--- src/clock_sync_consts.vh ---
// constants for the clock synchronization codec
`ifndef CLOCK_SYNC_CONSTS_VH
`define CLOCK_SYNC_CONSTS_VH

// ********************
// timing
// ********************
`define CLK_PERIOD_NS      10
`define US_NS              1000
`define US_CYCLES          (`US_NS / `CLK_PERIOD_NS)
`define US_DIV_W           7
`define US_DIV_LAST        7'h63
`define PERIOD_W           26
`define PERIOD_DEFAULT_US  26'h00F4240

// ********************
// widths and fields
// ********************
`define MASTER_W           32
`define TIME_W             42
`define GROUP_W            7
`define SEG_W              14
`define SEGX_LSB           28
`define SEGY_LSB           14
`define SEGZ_LSB           0

// ********************
// ordered set layout: {k char, set id, group1 char, group2 char}
// ********************
`define SYN_K_CHAR         8'hBC
`define SYN_K_MASK         4'h8
`define SYNX_ID            8'hB5
`define SYNY_ID            8'hB6
`define SYNZ_ID            8'hB7
`define FILL_GUARD         2'h2
`define LOOKAHEAD          5

`endif

--- src/clock_sync_codec.v ---
// clock synchronization server and client for one link port
`timescale 1ns/1ps
`include "clock_sync_consts.vh"

module clock_sync_codec (
   mclk,
   reset_n,
   server_enable,
   client_enable,
   method_els,
   coding_64b66b,
   period_wr,
   period_value,
   csr_accept,
   csu_rx_valid,
   csu_rx_time,
   tx_in_word,
   tx_in_k,
   tx_in_fill,
   rx_word,
   rx_k,
   rx_fill,
   tx_word,
   tx_k,
   csu_tx_req,
   csu_tx_time,
   csr_notify,
   cap_server,
   cap_client,
   client_time,
   client_loaded,
   rx_fill_out
);
   input  wire                  mclk;
   input  wire                  reset_n;
   input  wire                  server_enable;
   input  wire                  client_enable;
   input  wire                  method_els;
   input  wire                  coding_64b66b;
   input  wire                  period_wr;
   input  wire [`PERIOD_W-1:0]  period_value;
   input  wire                  csr_accept;
   input  wire                  csu_rx_valid;
   input  wire [`TIME_W-1:0]    csu_rx_time;
   input  wire [31:0]           tx_in_word;
   input  wire [3:0]            tx_in_k;
   input  wire                  tx_in_fill;
   input  wire [31:0]           rx_word;
   input  wire [3:0]            rx_k;
   input  wire                  rx_fill;
   output reg  [31:0]           tx_word;
   output reg  [3:0]            tx_k;
   output reg                   csu_tx_req;
   output reg  [`TIME_W-1:0]    csu_tx_time;
   output reg                   csr_notify;
   output reg                   cap_server;
   output reg                   cap_client;
   output reg  [`TIME_W-1:0]    client_time;
   output reg                   client_loaded;
   output reg                   rx_fill_out;

   localparam [2:0] ST_IDLE = 3'h1;
   localparam [2:0] ST_Y    = 3'h2;
   localparam [2:0] ST_Z    = 3'h4;
   // ********************
   // reset release
   // ********************
   reg rst_meta_reg;
   reg rst_n_reg;
   always @(posedge mclk or negedge reset_n) begin
      if (!reset_n) begin
         rst_meta_reg <= 1'b0;
         rst_n_reg    <= 1'b0;
      end else begin
         rst_meta_reg <= 1'b1;
         rst_n_reg    <= rst_meta_reg;
      end
   end
   // ********************
   // microsecond tick, master counter and event period
   // ********************
   reg  [`US_DIV_W-1:0]  div_reg;
   reg                   tick_reg;
   reg  [`MASTER_W-1:0]  master_reg;
   reg  [`PERIOD_W-1:0]  period_reg;
   reg  [`PERIOD_W-1:0]  per_cnt_reg;
   reg                   pend_reg;
   wire [`TIME_W-1:0]    time_ext = {{(`TIME_W-`MASTER_W){1'b0}}, master_reg};
   wire [`PERIOD_W-1:0]  per_next = per_cnt_reg + 26'h0000001;
   wire                  prim_ok  = server_enable && !method_els && !coding_64b66b;
   wire                  ev_due   = tick_reg && server_enable && period_reg != 26'h0000000
                                    && per_next >= period_reg;
   wire                  start;
   always @(posedge mclk or negedge rst_n_reg) begin
      if (!rst_n_reg) begin
         div_reg     <= 7'h00;
         tick_reg    <= 1'b0;
         master_reg  <= 32'h00000000;
         period_reg  <= `PERIOD_DEFAULT_US;
         per_cnt_reg <= 26'h0000000;
         pend_reg    <= 1'b0;
         csu_tx_req  <= 1'b0;
         csu_tx_time <= 42'h00000000000;
         csr_notify  <= 1'b0;
         cap_server  <= 1'b0;
         cap_client  <= 1'b0;
      end else begin
         div_reg  <= (div_reg == `US_DIV_LAST) ? 7'h00 : div_reg + 7'h01;
         tick_reg <= (div_reg == `US_DIV_LAST);
         if (tick_reg)
            master_reg <= master_reg + 32'h00000001;
         if (period_wr)
            period_reg <= period_value;
         if (ev_due || !server_enable || period_reg == 26'h0000000)
            per_cnt_reg <= 26'h0000000;
         else if (tick_reg)
            per_cnt_reg <= per_next;
         csu_tx_req <= ev_due && method_els;
         if (ev_due && method_els)
            csu_tx_time <= time_ext;
         // a new event wins over the clear made by the insertion in the same cycle
         if (ev_due && prim_ok)
            pend_reg <= 1'b1;
         else if (start || !prim_ok)
            pend_reg <= 1'b0;
         csr_notify <= csr_accept && server_enable;
         cap_server <= server_enable;
         cap_client <= client_enable;
      end
   end
   // ********************
   // transmit: lookahead line and sync set insertion
   // ********************
   // five words of delay let us see that two fills follow the three replaced ones
   reg [36:0] pipe_reg [0:`LOOKAHEAD-1];
   reg [2:0]  tx_state_reg;
   reg [1:0]  fill_run_reg;
   reg [`TIME_W-1:0] snap_reg;
   reg [13:0] enc_in;
   wire [15:0] enc_out;
   wire [13:0] dec_out;
   wire [1:0]  dec_valid;
   wire        ahead_fill;
   wire [36:0] pipe_out = pipe_reg[`LOOKAHEAD-1];
   integer     s;
   genvar g;
   generate
      for (g = 0; g < `LOOKAHEAD; g = g + 1) begin : look
         wire is_fill = pipe_reg[g][36];
         wire chain;
         if (g == 0) begin : first
            assign chain = is_fill;
         end else begin : rest
            assign chain = is_fill && look[g-1].chain;
         end
      end
   endgenerate
   assign ahead_fill = look[`LOOKAHEAD-1].chain;
   always @(posedge mclk or negedge rst_n_reg) begin
      if (!rst_n_reg) begin
         for (s = 0; s < `LOOKAHEAD; s = s + 1)
            pipe_reg[s] <= 37'h0000000000;
      end else begin
         pipe_reg[0] <= {tx_in_fill, tx_in_k, tx_in_word};
         for (s = 1; s < `LOOKAHEAD; s = s + 1)
            pipe_reg[s] <= pipe_reg[s-1];
      end
   end
   assign start = (tx_state_reg == ST_IDLE) && pend_reg && prim_ok
                  && fill_run_reg == `FILL_GUARD && ahead_fill;
   always @* begin
      case (tx_state_reg)
         ST_Y:    enc_in = snap_reg[`SEGY_LSB+`SEG_W-1:`SEGY_LSB];
         ST_Z:    enc_in = snap_reg[`SEGZ_LSB+`SEG_W-1:`SEGZ_LSB];
         default: enc_in = time_ext[`SEGX_LSB+`SEG_W-1:`SEGX_LSB];
      endcase
   end
   nd_char_codec codec (
      .enc_in    ({enc_in[6:0], enc_in[13:7]}),
      .enc_out   (enc_out),
      .dec_in    (rx_word[15:0]),
      .dec_out   (dec_out),
      .dec_valid (dec_valid)
   );
   always @(posedge mclk or negedge rst_n_reg) begin
      if (!rst_n_reg) begin
         tx_state_reg <= ST_IDLE;
         fill_run_reg <= 2'h0;
         snap_reg     <= 42'h00000000000;
         tx_word      <= 32'h00000000;
         tx_k         <= 4'h0;
      end else begin
         case (tx_state_reg)
            ST_IDLE: begin
               if (start) begin
                  snap_reg     <= time_ext;
                  tx_word      <= {`SYN_K_CHAR, `SYNX_ID, enc_out[7:0], enc_out[15:8]};
                  tx_k         <= `SYN_K_MASK;
                  tx_state_reg <= ST_Y;
                  fill_run_reg <= 2'h0;
               end else begin
                  tx_word <= pipe_out[31:0];
                  tx_k    <= pipe_out[35:32];
                  if (!pipe_out[36])
                     fill_run_reg <= 2'h0;
                  else if (fill_run_reg != `FILL_GUARD)
                     fill_run_reg <= fill_run_reg + 2'h1;
               end
            end
            ST_Y: begin
               tx_word      <= {`SYN_K_CHAR, `SYNY_ID, enc_out[7:0], enc_out[15:8]};
               tx_k         <= `SYN_K_MASK;
               tx_state_reg <= ST_Z;
            end
            ST_Z: begin
               tx_word      <= {`SYN_K_CHAR, `SYNZ_ID, enc_out[7:0], enc_out[15:8]};
               tx_k         <= `SYN_K_MASK;
               tx_state_reg <= ST_IDLE;
            end
            default: tx_state_reg <= ST_IDLE;
         endcase
      end
   end

   // ********************
   // receive: sync set recognition and client counter
   // ********************
   reg  [2:0]  rx_state_reg;
   reg  [27:0] rx_part_reg;
   wire        rx_syn  = rx_k == `SYN_K_MASK && rx_word[31:24] == `SYN_K_CHAR && (&dec_valid);
   wire        rx_x    = rx_syn && rx_word[23:16] == `SYNX_ID;
   wire        rx_y    = rx_syn && rx_word[23:16] == `SYNY_ID;
   wire        rx_z    = rx_syn && rx_word[23:16] == `SYNZ_ID;
   wire [13:0] rx_grp  = {dec_out[13:7], dec_out[6:0]};
   wire        rx_load = rx_z && rx_state_reg == ST_Z && client_enable && !coding_64b66b;
   always @(posedge mclk or negedge rst_n_reg) begin
      if (!rst_n_reg) begin
         rx_state_reg  <= ST_IDLE;
         rx_part_reg   <= 28'h0000000;
         client_time   <= 42'h00000000000;
         client_loaded <= 1'b0;
         rx_fill_out   <= 1'b0;
      end else begin
         // sync sets pass on as fill words whether or not the client uses them
         rx_fill_out <= rx_fill || rx_x || rx_y || rx_z;
         case (rx_state_reg)
            ST_Y: begin
               rx_state_reg <= rx_y ? ST_Z : (rx_x ? ST_Y : ST_IDLE);
               if (rx_y)
                  rx_part_reg[13:0] <= rx_grp;
               else if (rx_x)
                  rx_part_reg[27:14] <= rx_grp;
            end
            ST_Z: begin
               rx_state_reg <= rx_x ? ST_Y : ST_IDLE;
               if (rx_x)
                  rx_part_reg[27:14] <= rx_grp;
            end
            default: begin
               rx_state_reg <= rx_x ? ST_Y : ST_IDLE;
               if (rx_x)
                  rx_part_reg[27:14] <= rx_grp;
            end
         endcase
         client_loaded <= rx_load || (csu_rx_valid && client_enable);
         if (rx_load)
            client_time <= {rx_part_reg, rx_grp};
         else if (csu_rx_valid && client_enable)
            client_time <= csu_rx_time;
         else if (tick_reg)
            client_time <= client_time + 42'h00000000001;
      end
   end
endmodule // clock_sync_codec

--- src/nd_char_codec.v ---
// two-lane mapping between 7-bit groups and neutral-disparity data characters
`timescale 1ns/1ps
module nd_char_codec (
   enc_in,
   enc_out,
   dec_in,
   dec_out,
   dec_valid
);
   input  wire [13:0] enc_in;
   output wire [15:0] enc_out;
   input  wire [15:0] dec_in;
   output wire [13:0] dec_out;
   output wire [1:0]  dec_valid;

   // rows that hold three characters (x coded as low five bits)
   function [4:0] a_row;
      input [3:0] i;
      case (i)
         4'h0: a_row = 5'h00;  4'h1: a_row = 5'h01;  4'h2: a_row = 5'h02;  4'h3: a_row = 5'h04;
         4'h4: a_row = 5'h08;  4'h5: a_row = 5'h0F;  4'h6: a_row = 5'h10;  4'h7: a_row = 5'h17;
         4'h8: a_row = 5'h18;  4'h9: a_row = 5'h1B;  4'hA: a_row = 5'h1D;  4'hB: a_row = 5'h1E;
         default: a_row = 5'h1F;
      endcase
   endfunction

   // rows that hold five characters
   function [4:0] b_row;
      input [4:0] i;
      case (i)
         5'h00: b_row = 5'h03;  5'h01: b_row = 5'h05;  5'h02: b_row = 5'h06;  5'h03: b_row = 5'h07;
         5'h04: b_row = 5'h09;  5'h05: b_row = 5'h0A;  5'h06: b_row = 5'h0B;  5'h07: b_row = 5'h0C;
         5'h08: b_row = 5'h0D;  5'h09: b_row = 5'h0E;  5'h0A: b_row = 5'h11;  5'h0B: b_row = 5'h12;
         5'h0C: b_row = 5'h13;  5'h0D: b_row = 5'h14;  5'h0E: b_row = 5'h15;  5'h0F: b_row = 5'h16;
         5'h10: b_row = 5'h19;  5'h11: b_row = 5'h1A;  default: b_row = 5'h1C;
      endcase
   endfunction

   // group value to character, ordinal equals value
   function [7:0] encode;
      input [6:0] v;
      reg   [6:0] d;
      begin
         d = 7'h00;
         if (v <= 7'd5) begin
            d = 7'd5 - v;
            encode = {3'h7, a_row(d[3:0])};
         end else if (v <= 7'd24) begin
            d = 7'd24 - v;
            encode = {3'h6, b_row(d[4:0])};
         end else if (v <= 7'd43) begin
            d = 7'd43 - v;
            encode = {3'h5, b_row(d[4:0])};
         end else if (v <= 7'd56) begin
            d = 7'd56 - v;
            encode = {3'h4, a_row(d[3:0])};
         end else if (v <= 7'd75) begin
            d = 7'd75 - v;
            encode = {3'h3, b_row(d[4:0])};
         end else if (v <= 7'd94) begin
            d = 7'd94 - v;
            encode = {3'h2, b_row(d[4:0])};
         end else if (v <= 7'd113) begin
            d = 7'd113 - v;
            encode = {3'h1, b_row(d[4:0])};
         end else if (v <= 7'd126) begin
            d = 7'd126 - v;
            encode = {3'h0, a_row(d[3:0])};
         end else begin
            encode = 8'hFF;
         end
      end
   endfunction

   // character to {valid, ordinal}; ordinals above 127 and non-neutral characters are invalid
   function [7:0] decode;
      input [7:0] c;
      reg   [4:0] ai;
      reg   [5:0] bi;
      reg   [4:0] k;
      begin
         ai = 5'h00;
         bi = 6'h00;
         for (k = 5'h00; k < 5'h13; k = k + 5'h01) begin
            if (k < 5'h0D && a_row(k[3:0]) == c[4:0])
               ai = {1'b1, k[3:0]};
            if (b_row(k) == c[4:0])
               bi = {1'b1, k};
         end
         case (c[7:5])
            3'h7: decode = (ai[4] && ai[3:0] <= 4'h5) ? {1'b1, 7'd5 - {3'h0, ai[3:0]}} :
                           (ai[4] && ai[3:0] == 4'hC) ? 8'hFF : 8'h00;
            3'h6: decode = bi[5] ? {1'b1, 7'd24 - {2'h0, bi[4:0]}} : 8'h00;
            3'h5: decode = bi[5] ? {1'b1, 7'd43 - {2'h0, bi[4:0]}} : 8'h00;
            3'h4: decode = ai[4] ? {1'b1, 7'd56 - {3'h0, ai[3:0]}} : 8'h00;
            3'h3: decode = bi[5] ? {1'b1, 7'd75 - {2'h0, bi[4:0]}} : 8'h00;
            3'h2: decode = bi[5] ? {1'b1, 7'd94 - {2'h0, bi[4:0]}} : 8'h00;
            3'h1: decode = bi[5] ? {1'b1, 7'd113 - {2'h0, bi[4:0]}} : 8'h00;
            default: decode = ai[4] ? {1'b1, 7'd126 - {3'h0, ai[3:0]}} : 8'h00;
         endcase
      end
   endfunction

   genvar g;
   generate
      for (g = 0; g < 2; g = g + 1) begin : lane
         wire [7:0] dec_w;
         assign enc_out[8*g+7:8*g]   = encode(enc_in[7*g+6:7*g]);
         assign dec_w                = decode(dec_in[8*g+7:8*g]);
         assign dec_out[7*g+6:7*g]   = dec_w[6:0];
         assign dec_valid[g]         = dec_w[7];
      end
   endgenerate
endmodule // nd_char_codec

--- config.mk ---
export PLATFORM = sky130hd
export DESIGN_NAME = clock_sync_codec
export DESIGN_NICKNAME = d
export VERILOG_FILES = /design/src/clock_sync_codec.v /design/src/nd_char_codec.v
export VERILOG_INCLUDE_DIRS = /design/src
export SDC_FILE = /design/constraint.sdc
export NUM_CORES = 1
export LEC_CHECK = 0
export BUFFER_PORTS_ARGS = -buffer_cell sky130_fd_sc_hd__buf_2
export CAP_MARGIN = 10
export CORE_MARGIN = 8
export CORE_UTILIZATION = 45
export CTS_CLUSTER_SIZE = 14
export DETAILED_ROUTE_END_ITERATION = 12
export PLACE_DENSITY = 0.66
export SYNTH_ARGS = -nofsm -noshare
export SYNTH_HDL_FRONTEND = slang
export SYNTH_HIERARCHICAL = 1
export SYNTH_SLANG_ARGS = --single-unit
--- constraint.sdc ---
create_clock -name mclk -period 13.65 [get_ports mclk]
set_input_delay 2.73 -clock mclk [delete_from_list [all_inputs] [get_ports mclk]]
set_output_delay 2.73 -clock mclk [all_outputs]
set_load 0.03 [all_outputs]
==> impl_metrics.yaml <==
setup_path:
  crit_family: "simple AND/OR/NAND/NOR gates"
  critical_path_required_ps: 14150
  cp-end-kind: "register"
  crit_slowest_cell: "and4_2"
  cp_cell_sequence: "buf_2 -> xnor2_1 -> o21ai_0 -> a22o_1 -> a21oi_1 -> inv_1 -> ha_1 -> inv_1 -> ha_1 -> o21ai_4 -> a21oi_4 -> a21o_1 -> nand4b_1 -> nor3b_1 -> and4_2 -> nor2_1 -> a31o_2 -> a21oi_1"
  worstPathMaxFanout: 53
  crit_buf_inv: 3
  slowest_delay_ps: 980
  r2r_setup_slack_ps: 8310
  timing_worst_setup_path_type: "input port to register"
  arrival_ps: 7740
  r2r-end: "tx_word[9]"
  r2r_start: "tx_state_reg[1]"
  cp.depth: 18
  reg2reg_depth: 15
  worstSetupStartpointType: "input port"
sta:
  rsz0062_at_grt: "no"
  finalHoldViolations: 0
  finalCritPeriodShare_pct: 53.1
  whs_ps: 343
  max_slew_margin_pct: 18.5
  clock.fmax_mhz: 138
  setup_violations: 0
  setup_slack_ps: 6400
  tns_ps: 0
  period_needed_ps: 7250
  final_max_slew_viol_count: 0
  clock_skew_ps: 22.4
  tightest_slew_ps: 1220
drt:
  drtIter0Drc: 1908
  drc: 0
  vias: 21100
  wl_per_cell_um: 20.1
  via_per_inst: 5.84
  wirelength_um: 72700
  ant_nets: 0
  first_pass_iters: 7
clock_network:
  path_clk_slew_ps: 60
  cts_resized: 0
  cts_max_path_buffers: 3
  h-tree-depth: 2
  clock-root-buffer: "clkbuf_16"
  cts_tree: "yes"
  cts_sinks: 460
  holdBufCountCts: 0
  cts_made_buffers: 49
  cts_post_setup_buffers_inserted: 0
  clock_latency_ps: 580
place:
  dpl.hpwl_um: 52500
  finalWeightedCongestion: 0.943
  port_buffers: 266
  pre_cts_ws_ps: 5890
  placed_cells: 3527
  placed_area_mm2: 0.0267
floorplanning:
  die_h_um: 252
  rows: 86
  dieArea_mm2: 0.0633
  initial_core_util_pct: 45.4
  core_mm2: 0.0550
  io_pins: 277
  die_x_um: 252
logic_synthesis:
  yosys_warnings: 6
  yosysUniqueCellTypes: 94
  ys_ff_latch: 460
  yosysSeqAreaShare_pct: 46.1
  syn-cell-area_mm2: 0.0250
  synth_area_per_cell_um2: 9.37
  synth_ff_type: "dfrtp_1"
  syn_inst: 2666
  synth_edf_count: 0
  async_flop_share_pct: 100
global_route:
  grt_max_degree: 173
  grt_usage_pct: 22.3
  antenna_found_initial: 3
  overflow: 0
  grt_pass1_wl_um: 116000
  first_global_vias: 21100
cells_and_area:
  insertedDiodeCount: 0
  seq_area_mm2: 0.0115
  final_area_mm2: 0.0284
  syn2layout_area_growth_pct: 13.5
  largest_reg_flops: 144
  layout_commonest_cell: "dfrtp_1"
  finalNetCount: 3089
  final_util_pct: 51.6
  layout_common_cells: "dfrtp_1 (450), nand2_1 (323), buf_2 (266), o21ai_0 (198), nor2_1 (176)"
  instances_no_fill: 3615
  fillers: 5013
  drive_gt1_share_pct: 16.9
  multi_input_area_mm2: 0.0124
power:
  p_leak_nw: 12.7
  powerDensity_mw_per_mm2: 112
  peakVddDrop_mv: 0.0947
  total_power_mw: 3.18
hold_path:
  hp-start: "pipe_reg[107]"
  holdPathEnd: "pipe_reg[70]"
  holdPathStages: 0
  hp-class: "register to register"
run:
  max_cap_violations: 0
status:
  status: "completed"
layout make-up:
type / instances / share of cell area (%)
sequential: 460 / 40.6
tap: 748 / 3.30
inverter: 87 / 1.15
timing repair buffer: 292 / 5.43
multi-input combinational: 1940 / 43.7
clock buffer: 66 / 4.76
clock inverter: 22 / 1.01
kinds of logic (layout without fill, tap and decap cells):
group                      after synthesis  after routing  synth area share (%)
adders and majority gates              110            110                  5.49
muxes                                   90             90                  3.92
and+or+nand+nor                        921            921                  17.9
xor gates and xnor gates               140            140                  4.94
AOI/OAI and AO/OA                      668            668                  17.0
other                                    2             11                0.0301
buffers and inverters                  275            467                  4.57
DFF                                    460            460                  46.1
worst max path at each step:
stage | start | slack, ps | to
final | rx_word[1] | 6400 | client_time[35]
after global placement | rx_word[9] | 6130 | client_time[35]
after CTS | rx_word[9] | 6520 | client_time[35]
after floorplan | rst_n_reg | 6160 | cap_client
after global routing | rx_word[1] | 5960 | client_time[35]
after detailed placement | rx_word[9] | 5890 | client_time[35]
power breakdown:
group,internal [mW],switching (mW)
registers,1.43,0.0504
clock network,0.808,0.541
logic,0.117,0.242
total,2.35,0.833
metal layers:
metal,GRT usage [%],up-vias,wire length (µm)
li1,-,9803,-
met1,28.3,10400,30100
met5,0,-,13
met3,3.22,145,4050
met2,38.1,757,35600
met4,9.28,2,2950
synthesized netlist by cell type, drive strengths merged (44+ instances only):
library cell | instances | area share, %
dfrtp | 451 | 45
nand2 | 323 | 4.9
o21ai | 205 | 4.2
nor2 | 177 | 2.7
a21oi | 168 | 3.4
clkbuf | 125 | 1.9
ha | 108 | 5.4
nand3 | 85 | 1.7
inv | 82 | 1.2
xnor2 | 75 | 2.7
xor2 | 65 | 2.3
buf | 63 | 1.4
mux2 | 63 | 2.8
nand4 | 62 | 1.6
nor3 | 61 | 1.2
a31oi | 44 | 1.1
(Power assumes the default switching activity.)
